## config.mk

```make
export PLATFORM = sky130hd
export DESIGN_NAME = adccev_top
export DESIGN_NICKNAME = d
export VERILOG_FILES = /design/src/inc/adccev_pkg.sv /design/src/logic/adccev_flag.sv /design/src/logic/adccev_top.sv
export SDC_FILE = /design/constraint.sdc
export NUM_CORES = 1
export LEC_CHECK = 0
export BUFFER_PORTS_ARGS = -buffer_cell sky130_fd_sc_hd__buf_4
export CORE_ASPECT_RATIO = 1.1
export CORE_MARGIN = 2
export CORE_UTILIZATION = 45
export DETAILED_ROUTE_END_ITERATION = 8
export PLACE_DENSITY = 0.78
export RECOVER_POWER = 50
export SLEW_MARGIN = 0
export SYNTH_ARGS = -nofsm -noshare
export SYNTH_HDL_FRONTEND = slang
export SYNTH_HIERARCHICAL = 1
export SYNTH_SLANG_ARGS = --single-unit
```

## constraint.sdc

```tcl
create_clock -name i_clock -period 1.55 [get_ports i_clock]
set_clock_uncertainty 0.2 [all_clocks]
set_input_delay 0.31 -clock i_clock [delete_from_list [all_inputs] [get_ports i_clock]]
set_output_delay 0.31 -clock i_clock [all_outputs]
set_load 0.02 [all_outputs]
```

## src/inc/adccev_pkg.sv

```systemverilog
// package for the converter completion-event block
// assumes one peripheral clock and an active-low asynchronous reset
package adccev_pkg;
   // channel groups: lower bank 0..15, upper bank 40..47
   localparam int LOW_CHANS = 16;
   localparam int UP_CHANS  = 8;
   localparam int UP_BASE   = 40;
   // reset values of flags, enables, routes
   localparam logic [LOW_CHANS-1:0] LOW_RST = 16'h0000;
   localparam logic [UP_CHANS-1:0]  UP_RST  = 8'h00;
   // bit of the lower bank that may be routed to the second controller
   localparam int SEC_DMA_CHAN = 0;
   // completion events from the conversion sequencer
   typedef struct packed {
      logic                 scan_done;  // scan conversion finished
      logic [LOW_CHANS-1:0] low_done;   // per-channel interrupt conversion done
      logic [UP_CHANS-1:0]  up_done;    // upper channel interrupt conversion done
   } adccev_evt_t;
   // software clear strobes for each flag
   typedef struct packed {
      logic                 scan;
      logic [LOW_CHANS-1:0] low;
      logic [UP_CHANS-1:0]  up;
   } adccev_clr_t;
endpackage

```

## src/logic/adccev_flag.sv

```systemverilog
// one sticky completion flag with its request routing
// assumes set, clear and acknowledge strobes are synchronous one-cycle pulses
module adccev_flag
(
   input  wire logic i_clock,    // peripheral clock
   input  wire logic i_rstn,     // asynchronous reset, active low
   input  wire logic i_set,      // conversion completed
   input  wire logic i_sw_clr,   // software clear
   input  wire logic i_dma_ack,  // dma transfer performed
   input  wire logic i_enable,   // request enable
   input  wire logic i_to_dma,   // route request to dma instead of cpu
   output logic      o_flag,     // flag state
   output logic      o_cpu_irq,  // level request to cpu
   output logic      o_dma_req   // level request to dma
);
   logic flag_reg;   // sticky flag
   logic flag_next;  // next flag value
   logic cpu_reg;    // registered cpu request
   logic dma_reg;    // registered dma request
   logic clr_w;      // any clear source this cycle

   // cpu delivery never clears
   // routed dma transfer clears
   // an ack on an unrouted flag is ignored so a stray transfer loses nothing
   assign clr_w = i_sw_clr | (i_dma_ack & i_to_dma);
   // set wins over a coincident clear so no completion is lost
   assign flag_next = i_set | (flag_reg & ~clr_w);

   // flag and request registers
   always_ff @(posedge i_clock or negedge i_rstn)
   begin
      if (!i_rstn)
      begin
         flag_reg <= 1'b0;
         cpu_reg  <= 1'b0;
         dma_reg  <= 1'b0;
      end
      else
      begin
         flag_reg <= flag_next;
         // routed request skips cpu
         cpu_reg  <= flag_next & i_enable & ~i_to_dma;
         dma_reg  <= flag_next & i_enable & i_to_dma;
      end
   end

   assign o_flag    = flag_reg;
   assign o_cpu_irq = cpu_reg;
   assign o_dma_req = dma_reg;
endmodule

```

## src/logic/adccev_top.sv

```systemverilog
// completion flags and interrupt or dma requests of the a/d converter
// assumes the sequencer pulses completion events; dma acks are one-cycle pulses
// Functional notes
// scan-end request gated by its enable bit
// scan-end routed to dma: no cpu request
// general dma transfer clears scan-end flag
// cpu request leaves scan-end flag unchanged
// per-channel requests for 0-15 and 40-47
// one enable bit per channel request
// upper channel dma transfer clears its flag
// second dma transfer clears channel 0 flag
// cpu request leaves channel flags unchanged
// scan done sets flag, clears scan active
// channel done sets flag, clears active
// cpu request is level of flag and enable
module adccev_top
#(
   parameter int LOW_N = adccev_pkg::LOW_CHANS,  // lower bank channels
   parameter int UP_N  = adccev_pkg::UP_CHANS    // upper bank channels
)
(
   input  wire logic                  i_clock,           // 10 mhz clock
   input  wire logic                  i_rstn,            // async reset, active low
   input  wire adccev_pkg::adccev_evt_t i_evt,           // completion events
   input  wire logic                  i_scan_start,      // scan conversion begins
   input  wire logic                  i_intconv_start,   // interrupt conversion begins
   input  wire adccev_pkg::adccev_clr_t i_sw_clr,        // software flag clears
   input  wire logic                  i_scan_end_irq_enable,              // scan enable
   input  wire logic [LOW_N-1:0]      i_chan_conv_end_irq_enable,         // low enables
   input  wire logic [UP_N-1:0]       i_upper_chan_conv_end_irq_enable,   // up enables
   input  wire logic                  i_scan_to_dma,     // route scan-end to general dma
   input  wire logic [UP_N-1:0]       i_up_to_dma,       // route upper to general dma
   input  wire logic                  i_chan0_to_dma,    // route channel 0 to second dma
   input  wire logic                  i_scan_dma_ack,    // general dma did scan transfer
   input  wire logic [UP_N-1:0]       i_up_dma_ack,      // general dma did upper transfer
   input  wire logic                  i_chan0_dma_ack,   // second dma did transfer
   output logic                       o_scan_end_flag,   // scan-end flag
   output logic [LOW_N-1:0]           o_chan_conv_end_flag,        // low flags
   output logic [UP_N-1:0]            o_upper_chan_conv_end_flag,  // upper flags
   output logic                       o_scan_end_irq,    // cpu request, scan end
   output logic [LOW_N-1:0]           o_chan_conv_end_irq,         // cpu low requests
   output logic [UP_N-1:0]            o_upper_chan_conv_end_irq,   // cpu upper requests
   output logic                       o_scan_dma_req,    // general dma request, scan
   output logic [UP_N-1:0]            o_up_dma_req,      // general dma request, upper
   output logic                       o_chan0_dma_req,   // second dma request
   output logic                       o_scan_active_indicator,     // scan running
   output logic                       o_intconv_active_indicator   // intconv running
);
   import adccev_pkg::*;

   logic [LOW_N-1:0] low_dma_w;   // per low channel dma route
   logic [LOW_N-1:0] low_ack_w;   // per low channel dma ack
   logic [LOW_N-1:0] low_dreq_w;  // per low channel dma request
   logic             scan_act_reg;  // scan active state
   logic             int_act_reg;   // interrupt conversion active state
   logic             any_low_w;     // any lower channel completed
   logic             any_up_w;      // any upper channel completed

   // scan-end flag and gated request; R2/R3/R4 handled by routing
   adccev_flag u_scan
   (
      .i_clock   (i_clock),
      .i_rstn    (i_rstn),
      .i_set     (i_evt.scan_done),
      .i_sw_clr  (i_sw_clr.scan),
      .i_dma_ack (i_scan_dma_ack),
      .i_enable  (i_scan_end_irq_enable),
      .i_to_dma  (i_scan_to_dma),
      .o_flag    (o_scan_end_flag),
      .o_cpu_irq (o_scan_end_irq),
      .o_dma_req (o_scan_dma_req)
   );

   // only channel 0 of the lower bank reaches the second controller
   generate
      for (genvar g = 0; g < LOW_N; g++)
      begin : g_low_route
         assign low_dma_w[g] = (g == SEC_DMA_CHAN) ? i_chan0_to_dma : 1'b0;
         assign low_ack_w[g] = (g == SEC_DMA_CHAN) ? i_chan0_dma_ack : 1'b0;
      end
   endgenerate

   // one flag cell per lower channel with its own enable
   generate
      for (genvar c = 0; c < LOW_N; c++)
      begin : g_low
         // channel 0 cleared by second dma transfer
         adccev_flag u_f
         (
            .i_clock   (i_clock),
            .i_rstn    (i_rstn),
            .i_set     (i_evt.low_done[c]),
            .i_sw_clr  (i_sw_clr.low[c]),
            .i_dma_ack (low_ack_w[c]),
            .i_enable  (i_chan_conv_end_irq_enable[c]),
            .i_to_dma  (low_dma_w[c]),
            .o_flag    (o_chan_conv_end_flag[c]),
            .o_cpu_irq (o_chan_conv_end_irq[c]),
            .o_dma_req (low_dreq_w[c])
         );
      end
   endgenerate

   assign o_chan0_dma_req = low_dreq_w[SEC_DMA_CHAN];

   // upper channels 40..47
   generate
      for (genvar u = 0; u < UP_N; u++)
      begin : g_up
         // upper flag cleared by general dma transfer
         adccev_flag u_f
         (
            .i_clock   (i_clock),
            .i_rstn    (i_rstn),
            .i_set     (i_evt.up_done[u]),
            .i_sw_clr  (i_sw_clr.up[u]),
            .i_dma_ack (i_up_dma_ack[u]),
            .i_enable  (i_upper_chan_conv_end_irq_enable[u]),
            .i_to_dma  (i_up_to_dma[u]),
            .o_flag    (o_upper_chan_conv_end_flag[u]),
            .o_cpu_irq (o_upper_chan_conv_end_irq[u]),
            .o_dma_req (o_up_dma_req[u])
         );
      end
   endgenerate

   assign any_low_w = |i_evt.low_done;
   assign any_up_w  = |i_evt.up_done;

   // activity indicators; completion wins over a same-cycle start
   always_ff @(posedge i_clock or negedge i_rstn)
   begin
      if (!i_rstn)
      begin
         scan_act_reg <= 1'b0;
         int_act_reg  <= 1'b0;
      end
      else
      begin
         // scan done clears scan active
         if (i_evt.scan_done)
            scan_act_reg <= 1'b0;
         else if (i_scan_start)
            scan_act_reg <= 1'b1;
         // channel done clears interrupt-conversion active
         if (any_low_w | any_up_w)
            int_act_reg <= 1'b0;
         else if (i_intconv_start)
            int_act_reg <= 1'b1;
      end
   end

   assign o_scan_active_indicator    = scan_act_reg;
   assign o_intconv_active_indicator = int_act_reg;
endmodule

```

==> impl_metrics.env, run 1 <==
export IMPL_status="finished, final reports clean"
export IMPL_grt_max_degree=24
export IMPL_nets=576
export IMPL_cts_buffers_inserted=9
export IMPL_intPower_mw=2.86
export IMPL_finalPower_mw=3.81
export IMPL_drc=0
export IMPL_dp_hpwl_um=5710
export IMPL_initial_utilization_pct=46.6
export IMPL_max_clock_freq_ghz=0.683
export IMPL_drtIter0Drc=85
export IMPL_dieWidth_um=77.7
export IMPL_postSynthCellCount=254
export IMPL_slowest_delay_ps=530
export IMPL_p_clk_share_pct=34.1
export IMPL_cp_top_family="buffers and inverters"
export IMPL_fin_cells=558
export IMPL_finalCriticalPeriod_ps=1460
export IMPL_use_met3_pct=7.66
export IMPL_slew_viol_final=0
export IMPL_ant_nets=0
export IMPL_die_area_um2=6610
export IMPL_track_usage_pct=22.4
export IMPL_tightest_slew_ps=561
export IMPL_layout_commonest_cell="buf_4"
export IMPL_coreArea_um2=5770
export IMPL_grt_busiest_layer="met2"
export IMPL_wire_per_inst_um=12.4
export IMPL_cts_htree_levels=3
export IMPL_grt_use_met1_pct=24.8
export IMPL_seq_power_share_pct=46.0
export IMPL_hold_violations=0
export IMPL_required_ps=1600
export IMPL_slowest_stage="dlygate4sd3_1"
export IMPL_fin_crit_sh_pct=94.5
export IMPL_powerDensity_nw_per_um2=858
export IMPL_grt_overflow=0
export IMPL_hp_class="primary input to register"
export IMPL_globalRouteMet2Util_pct=40.2
export IMPL_rows=29
export IMPL_area_growth_pct=65.0
export IMPL_crit_path_end_kind="register"
export IMPL_insertion_delay_ps=320
export IMPL_cts_setup_buffers=0
export IMPL_p_leak_nw=2.37
export IMPL_crit_chain="dlygate4sd3_1 > clkbuf_4 > nor4_1 > nand3_1 > nor2_1"
export IMPL_wl_um=6910
export IMPL_io_pins=161
export IMPL_placed_cells=537
export IMPL_avgViaCountPerCell=4.41
export IMPL_cts_buffer_depth=2
export IMPL_cts_tree="yes"
export IMPL_ir_drop_uv=500
export IMPL_syn_area_um2=2690
export IMPL_crit_path_start_kind="primary input"
export IMPL_grt_pass1_vias=2571
export IMPL_diodes=0
export IMPL_clk_pin_slew_worst_paths_ps=60
export IMPL_maxCapViolCount=0
export IMPL_cts_root_buf="clkbuf_8"
export IMPL_critical_path_class="primary input to register"
export IMPL_rsz0062_at_grt="no"
export IMPL_final_cell_mix="buf_4 (158), dfrtp_1 (62), conb_1 (45)"
export IMPL_arrival_ps=1520
export IMPL_fin_setup_tns_ps=0
export IMPL_vias=2460
export IMPL_yosys_warnings=6
export IMPL_setup_violations=0
export IMPL_crit_fanout=2
export IMPL_layout_drive_gt1_share_pct=42.2
export IMPL_portBuffers=160
export IMPL_slew_headroom_pct=62.6
export IMPL_switching_share_pct=24.8
export IMPL_grt_pass1_wl_um=11400
export IMPL_combPwrFrac_pct=19.9
export IMPL_syn_area_per_cell_um2=10.6
export IMPL_fin_area_um2=4430
export IMPL_dpl_cell_area_um2=4190
export IMPL_gp_congestion=0.882
export IMPL_cts_sinks=62
export IMPL_grt_antenna_before_repair=0
export IMPL_drt_pass1_iter_count=4
export IMPL_switchingPower_mw=0.945
export IMPL_critPathBufInv=2
export IMPL_die_h_um=85.1
worst register-to-register path, delay by kind of cell, from the launching register on:
kind,cells,cell delay [ps]
flip-flops,1,370
AND/OR/NAND/NOR,1,370
AO/OA/AOI/OAI,1,180
power by group through the flow:
stage | sequential [mW] | combinational (mW) | clock (mW)
global placement | 1.78 | 0.730 | 0
CTS | 1.75 | 0.760 | 1.34
finish | 1.75 | 0.756 | 1.30
global route | 1.76 | 0.826 | 1.41
detailed placement | 1.78 | 0.747 | 0
floorplan | 1.90 | 0.180 | 0
path summary, 6_finish.rpt:
check / startpoint / endpoint / slack (ps) / cells past startpoint
max: i_evt[9] / o_intconv_active_indicator / 90 / 5
min: i_evt[13] / g_low[5].u_f/o_flag / 20 / 3
max reg2reg: g_up[1].u_f/o_flag / g_up[1].u_f/o_dma_req / 360 / 2
min reg2reg: o_scan_active_indicator / o_scan_active_indicator / 290 / 2
max in group asynchronous: i_rstn / g_low[4].u_f/o_flag / 290 / 3
min in group asynchronous: i_rstn / u_scan/o_flag / 340 / 2
stage by stage:
stage	setup WS, ps	hold WS (ps)	utilization, %
final	85.7	15.9	76.9
after global routing	24.4	7.27	76.9
after CTS	48.0	1.66	76.9
after detailed placement	149	15.9	72.6
after global placement	163	11.7	72.6
after floorplan	357	-186	-
registers in the layout, summed over array words and instances (netlist names):
signal / count
g_up.u_f/o_flag: 8
g_low.u_f/o_dma_req: 1
u_scan/o_dma_req: 1
g_up.u_f/o_dma_req: 8
g_up.u_f/o_cpu_irq: 8
g_low.u_f/o_flag: 16
u_scan/o_flag: 1
o_scan_active_indicator: 1
u_scan/o_cpu_irq: 1
o_intconv_active_indicator: 1
g_low.u_f/o_cpu_irq: 16
layout make-up:
class / instances / area (um^2)
timing repair buffer: 168 / 1300
sequential: 62 / 1550
fill: 421 / 1340
inverter: 25 / 93.8
clock buffer: 15 / 186
multi-input combinational: 211 / 1210
tap: 77 / 96.3
repair_timing:
| action | 4_1_cts | 5_1_grt |
|---|---|---|
| resized for setup | 0 | 0 |
| hold buffers | 6 | 0 |
| hold endpoints to repair | 66 | 0 |
per-layer routing:
metal  part of all wire, %  vias up
met5                     0        -
met4                   1.2        0
met3                    10        8
met2                    53      116
met1                    36     1100
li1                      -     1236
Note: power is estimated with default switching activity, not from simulation.
==> run 2, diff against run 1 <==
--- a/config.mk
+++ b/config.mk
@@ -10,7 +10,7 @@
 export CORE_MARGIN = 2
 export CORE_UTILIZATION = 45
 export DETAILED_ROUTE_END_ITERATION = 8
-export PLACE_DENSITY = 0.78
+export PLACE_DENSITY = 0.82
 export RECOVER_POWER = 50
 export SLEW_MARGIN = 0
 export SYNTH_ARGS = -nofsm -noshare
==> run 2 against run 1 <==
  * Final area rose by 4.6%
  * The run now ends with negative hold slack left
  * Hold slack worse by 19 ps
  * Critical path depth unchanged
  * Global-route usage is 2.6 points higher
  * Critical endpoint unchanged
  * Critical path type unchanged
  * Setup slack worse by 13 ps
  * Sequential share of layout area is 1.5 points lower
  * First-iteration DRC count up 7.1%
  * Routed wire length increased by 15%
==> impl_metrics.env, run 2 (synthesized netlist as in run 1, its figures left out) <==
export IMPL_tightest_slew_ps=557
export IMPL_avgViaCountPerCell=4.50
export IMPL_cts_sinks=62
export IMPL_layout_commonest_cell="buf_4"
export IMPL_portBuffers=160
export IMPL_crit_fanout=2
export IMPL_reg2reg_to="g_up[0].u_f/o_dma_req"
export IMPL_rows=29
export IMPL_rsz0062_at_grt="no"
export IMPL_die_h_um=85.1
export IMPL_placed_cells=538
export IMPL_critical_path_class="primary input to register"
export IMPL_required_ps=1610
export IMPL_regToRegSetupSlack_ps=370
export IMPL_crit_path_start_kind="primary input"
export IMPL_fin_cells=579
export IMPL_diodes=0
export IMPL_cts_htree_levels=3
export IMPL_cts_buffer_depth=2
export IMPL_combPwrFrac_pct=19.2
export IMPL_worstRegToRegCells=2
export IMPL_hp_class="primary input to register"
export IMPL_cts_buffers_inserted=9
export IMPL_maxCapViolCount=0
export IMPL_clk_pin_slew_worst_paths_ps=70
export IMPL_seq_power_share_pct=42.3
export IMPL_failed_checks="negative hold slack"
export IMPL_vias=2608
export IMPL_r2r_start="g_up[0].u_f/o_flag"
export IMPL_hold_violations=1
export IMPL_wl_um=7920
export IMPL_finalPower_mw=4.14
export IMPL_grt_pass1_wl_um=12700
export IMPL_p_leak_nw=2.43
export IMPL_nets=597
export IMPL_initial_utilization_pct=46.6
export IMPL_powerDensity_nw_per_um2=893
export IMPL_finalCriticalPeriod_ps=1480
export IMPL_slew_viol_final=0
export IMPL_status="finished with violations"
export IMPL_grt_overflow=0
export IMPL_drt_pass1_iter_count=4
export IMPL_coreArea_um2=5770
export IMPL_setup_worst_path_end="o_intconv_active_indicator"
export IMPL_switchingPower_mw=1.03
export IMPL_setup_violations=0
export IMPL_insertion_delay_ps=330
export IMPL_ant_nets=0
export IMPL_fin_crit_sh_pct=95.3
export IMPL_ir_drop_uv=682
export IMPL_p_clk_share_pct=38.5
export IMPL_max_clock_freq_ghz=0.677
export IMPL_drtIter0Drc=91
export IMPL_dp_hpwl_um=5830
export IMPL_gp_congestion=0.862
export IMPL_crit_path_end_kind="register"
export IMPL_slew_headroom_pct=62.9
export IMPL_fin_hold_ws_ps=-2.93
export IMPL_grt_pass1_vias=2829
export IMPL_track_usage_pct=25.1
export IMPL_grt_antenna_before_repair=0
export IMPL_area_growth_pct=72.6
export IMPL_io_pins=161
export IMPL_die_area_um2=6610
export IMPL_layout_drive_gt1_share_pct=39.2
export IMPL_cp_startpoint="i_evt[10]"
export IMPL_wire_per_inst_um=13.7
export IMPL_intPower_mw=3.12
export IMPL_drc=0
export IMPL_cts_tree="yes"
export IMPL_final_cell_mix="buf_4 (149), dfrtp_1 (62), conb_1 (45)"
export IMPL_fin_setup_tns_ps=0
export IMPL_switching_share_pct=24.8
export IMPL_cts_root_buf="clkbuf_8"
export IMPL_grt_max_degree=31
export IMPL_dieWidth_um=77.7
export IMPL_arrival_ps=1540
## run 2: changes by cell type in the layout (fill, tap and decap cells not counted), sizes merged
cell and change:
clkbuf +8, dlygate4sd3 +20, clkinvlp +1, bufinv +2
buf -10
## run 2: routing by layer
metal,track usage [%],part of all wire [%],vias to the layer above
met4,11.4,2.3,0
li1,-,-,1271
met5,0,0,-
met2,44.5,52,131
met1,27.0,36,1187
met3,8.19,8.7,19
## run 2: what timing repair did
action / CTS / global route
hold endpoints to repair: 81 / 1
buffers inserted: 0 / 0
setup endpoints to repair: 0 / 2
hold buffers: 26 / 1
resized for setup: 0 / 2
## run 2: final cells by class
type                            count  area (um^2)
Sequential cell                    62         1550
Tap cell                           77         96.3
Inverter                           25         93.8
Clock inverter                      3         67.6
Timing Repair Buffer              189         1450
Multi-Input combinational cell    211         1220
Clock buffer                       12          155
Fill cell                         389         1130
## run 2: critical path, stage by stage
cell and delay (ps):
dlygate4sd3_1 530, clkbuf_1 130, nor4_4 300, o2111ai_1 150, nor2_1 120
## run 2: how the worst min path moves through the flow
stage,from,slack (ps),to,cells past startpoint
2_1_floorplan,i_rstn,-190,g_low[0].u_f/o_cpu_irq,0
3_3_place_gp,i_rstn,20,u_scan/o_flag,1
3_5_place_dp,i_rstn,20,u_scan/o_flag,1
4_1_cts,i_chan_conv_end_irq_enable[6],0.2,g_low[6].u_f/o_cpu_irq,3
5_1_grt,i_chan_conv_end_irq_enable[7],8,g_low[7].u_f/o_cpu_irq,3
6_report,i_scan_start,-3,o_scan_active_indicator,3
## run 2: metrics by stage
stage          worst slack, ps  cell area, um^2  util (%)  hold slack (ps)
2_1_floorplan              357             2850         -             -186
3_3_place_gp               100             4190      72.5             18.2
3_5_place_dp              84.4             4190      72.5             22.9
4_1_cts                   25.7             4670      80.9            0.166
5_1_grt                   21.0             4640      80.4             7.91
6_report                  72.5             4640      80.4            -2.93
## run 2: power by group through the flow
stage / combinational (mW) / clock [mW] / sequential (mW)
6_report: 0.796 / 1.60 / 1.75
3_3_place_gp: 0.726 / 0 / 1.78
2_1_floorplan: 0.180 / 0 / 1.90
5_1_grt: 0.868 / 1.70 / 1.76
3_5_place_dp: 0.745 / 0 / 1.78
4_1_cts: 0.802 / 1.62 / 1.75
==> run 3, diff against run 2 <==
--- a/config.mk
+++ b/config.mk
@@ -9,6 +9,7 @@
 export CORE_ASPECT_RATIO = 1.1
 export CORE_MARGIN = 2
 export CORE_UTILIZATION = 45
+export CTS_BUF_LIST = sky130_fd_sc_hd__clkbuf_16
 export DETAILED_ROUTE_END_ITERATION = 8
 export PLACE_DENSITY = 0.82
 export RECOVER_POWER = 50
==> run 3 against run 2 <==
  * The run now ends clean
  * Setup slack improved by 88 ps
  * Clock-buffer cell count decreased by 3
  * Critical path depth decreased by 4
  * Via count decreased by 2.6%
  * Final area decreased by 2.8%
  * Global-route usage decreased by 2.2 points
==> impl_metrics.env, run 3 (synthesized netlist as in run 1, its figures left out) <==
export IMPL_insertion_delay_ps=310
export IMPL_diodes=0
export IMPL_post_cts_resized=0
export IMPL_area_growth_pct=67.7
export IMPL_track_usage_pct=22.9
export IMPL_crit_path_start_kind="register"
export IMPL_grt_overflow=0
export IMPL_p_clk_share_pct=44.7
export IMPL_fill_cells=401
export IMPL_required_ps=1040
export IMPL_fin_area_um2=4510
export IMPL_tightest_slew_ps=567
export IMPL_cts_buffer_depth=2
export IMPL_max_clock_freq_ghz=0.719
export IMPL_ir_drop_uv=724
export IMPL_cts_buffers_inserted=9
export IMPL_seq_power_share_pct=38.7
export IMPL_rsz0062_at_grt="no"
export IMPL_portBuffers=160
export IMPL_dpl_cell_area_um2=4190
export IMPL_cts_setup_buffers=0
export IMPL_layout_commonest_cell="buf_4"
export IMPL_clk_pin_slew_worst_paths_ps=50
export IMPL_grt_antenna_before_repair=0
export IMPL_dp_hpwl_um=5830
export IMPL_dieWidth_um=77.7
export IMPL_switchingPower_mw=1.05
export IMPL_io_pins=161
export IMPL_cts_sinks=62
export IMPL_grt_max_degree=31
export IMPL_die_h_um=85.1
export IMPL_drc=0
export IMPL_slowest_stage="dfrtp_1"
export IMPL_ant_nets=0
export IMPL_nets=573
export IMPL_wire_per_inst_um=13.1
export IMPL_setup_violations=0
export IMPL_vias=2540
export IMPL_ctsHoldBuffers=2
export IMPL_cts_root_buf="clkbuf_16"
export IMPL_fin_setup_tns_ps=0
export IMPL_cts_htree_levels=3
export IMPL_place_ws_ps=84.4
export IMPL_coreArea_um2=5770
export IMPL_hp_class="primary input to register"
export IMPL_crit_chain="buf_4"
export IMPL_combPwrFrac_pct=16.6
export IMPL_arrival_ps=880
export IMPL_final_cell_mix="buf_4 (159), dfrtp_1 (62), conb_1 (45)"
export IMPL_crit_fanout=3
export IMPL_status="finished, final reports clean"
export IMPL_fin_crit_sh_pct=89.7
export IMPL_rows=29
export IMPL_finalCriticalPeriod_ps=1390
export IMPL_critPathBufInv=1
export IMPL_intPower_mw=3.48
export IMPL_cts_tree="yes"
export IMPL_slew_viol_final=0
export IMPL_cp_top_family="flip-flops"
export IMPL_layout_drive_gt1_share_pct=42.5
export IMPL_avgViaCountPerCell=4.58
export IMPL_wl_um=7280
export IMPL_grt_pass1_wl_um=11700
export IMPL_gp_congestion=0.862
export IMPL_fin_ws_ps=160
export IMPL_hold_violations=0
export IMPL_slowest_delay_ps=400
export IMPL_drtIter0Drc=47
export IMPL_powerDensity_nw_per_um2=1010
export IMPL_crit_path_end_kind="output port"
export IMPL_critical_path_class="register to output port"
export IMPL_drt_pass1_iter_count=5
export IMPL_grt_pass1_vias=2689
export IMPL_switching_share_pct=23.1
export IMPL_die_area_um2=6610
export IMPL_maxCapViolCount=0
export IMPL_slew_headroom_pct=62.2
export IMPL_initial_utilization_pct=46.6
export IMPL_p_leak_nw=2.40
## run 3: changes by cell type in the layout (fill, tap and decap cells not counted)
cell,previous run,this run
clkbuf_16,0,9
inv_1,25,26
nor4_1,2,3
clkinv_1,0,2
clkbuf_1,10,0
dlygate4sd3_1,26,2
buf_12,0,1
buf_6,1,0
nor4_4,1,0
clkbuf_4,3,2
clkbuf_8,11,0
buf_4,149,159
## run 3: power by group through the flow
stage                     Combinational (mW)  Sequential, mW  Clock (mW)
final                                  0.751            1.75        2.03
after detailed placement               0.745            1.78           0
after CTS                              0.755            1.76        2.06
after global routing                   0.821            1.76        2.13
after floorplan                        0.180            1.90           0
after global placement                 0.726            1.78           0
## run 3: per-stage QoR
step                hold WS [ps]  util [%]  std cells  total power, mW
floorplan                   -186         -        298             2.08
global placement            18.2      72.5        538             2.50
detailed placement          22.9      72.5        538             2.53
CTS                         13.9      78.2        555             4.57
global route                20.6      78.1        555             4.71
finish                      23.0      78.1        555             4.53
## run 3: cell type report
class / count / area [um^2] / area share, %
inverter: 25 / 93.8 / 2.08
clock inverter: 6 / 78.8 / 1.75
clock buffer: 9 / 225 / 5.00
timing repair buffer: 165 / 1250 / 27.8
sequential: 62 / 1550 / 34.4
tap: 77 / 96.3 / 2.14
multi-input combinational: 211 / 1210 / 26.8
## run 3: path summary, 6_finish.rpt
kind	startpoint	to	slack [ps]	cells after the start
max	g_up[0].u_f/o_flag	o_upper_chan_conv_end_flag[0]	160	1
min	i_upper_chan_conv_end_irq_enable[2]	g_up[2].u_f/o_dma_req	20	3
max reg2reg	g_low[0].u_f/o_flag	g_low[0].u_f/o_dma_req	390	2
min reg2reg	o_scan_active_indicator	o_scan_active_indicator	300	2
max in group asynchronous	i_rstn	g_up[3].u_f/o_flag	230	3
min in group asynchronous	i_rstn	u_scan/o_flag	320	2
## run 3: metal layers
layer,up-vias,share of wire (%),track usage (%)
met3,15,9.6,6.60
met1,1169,36,25.2
met5,-,0,0
li1,1231,-,-
met4,0,2.2,10.1
met2,125,52,40.9
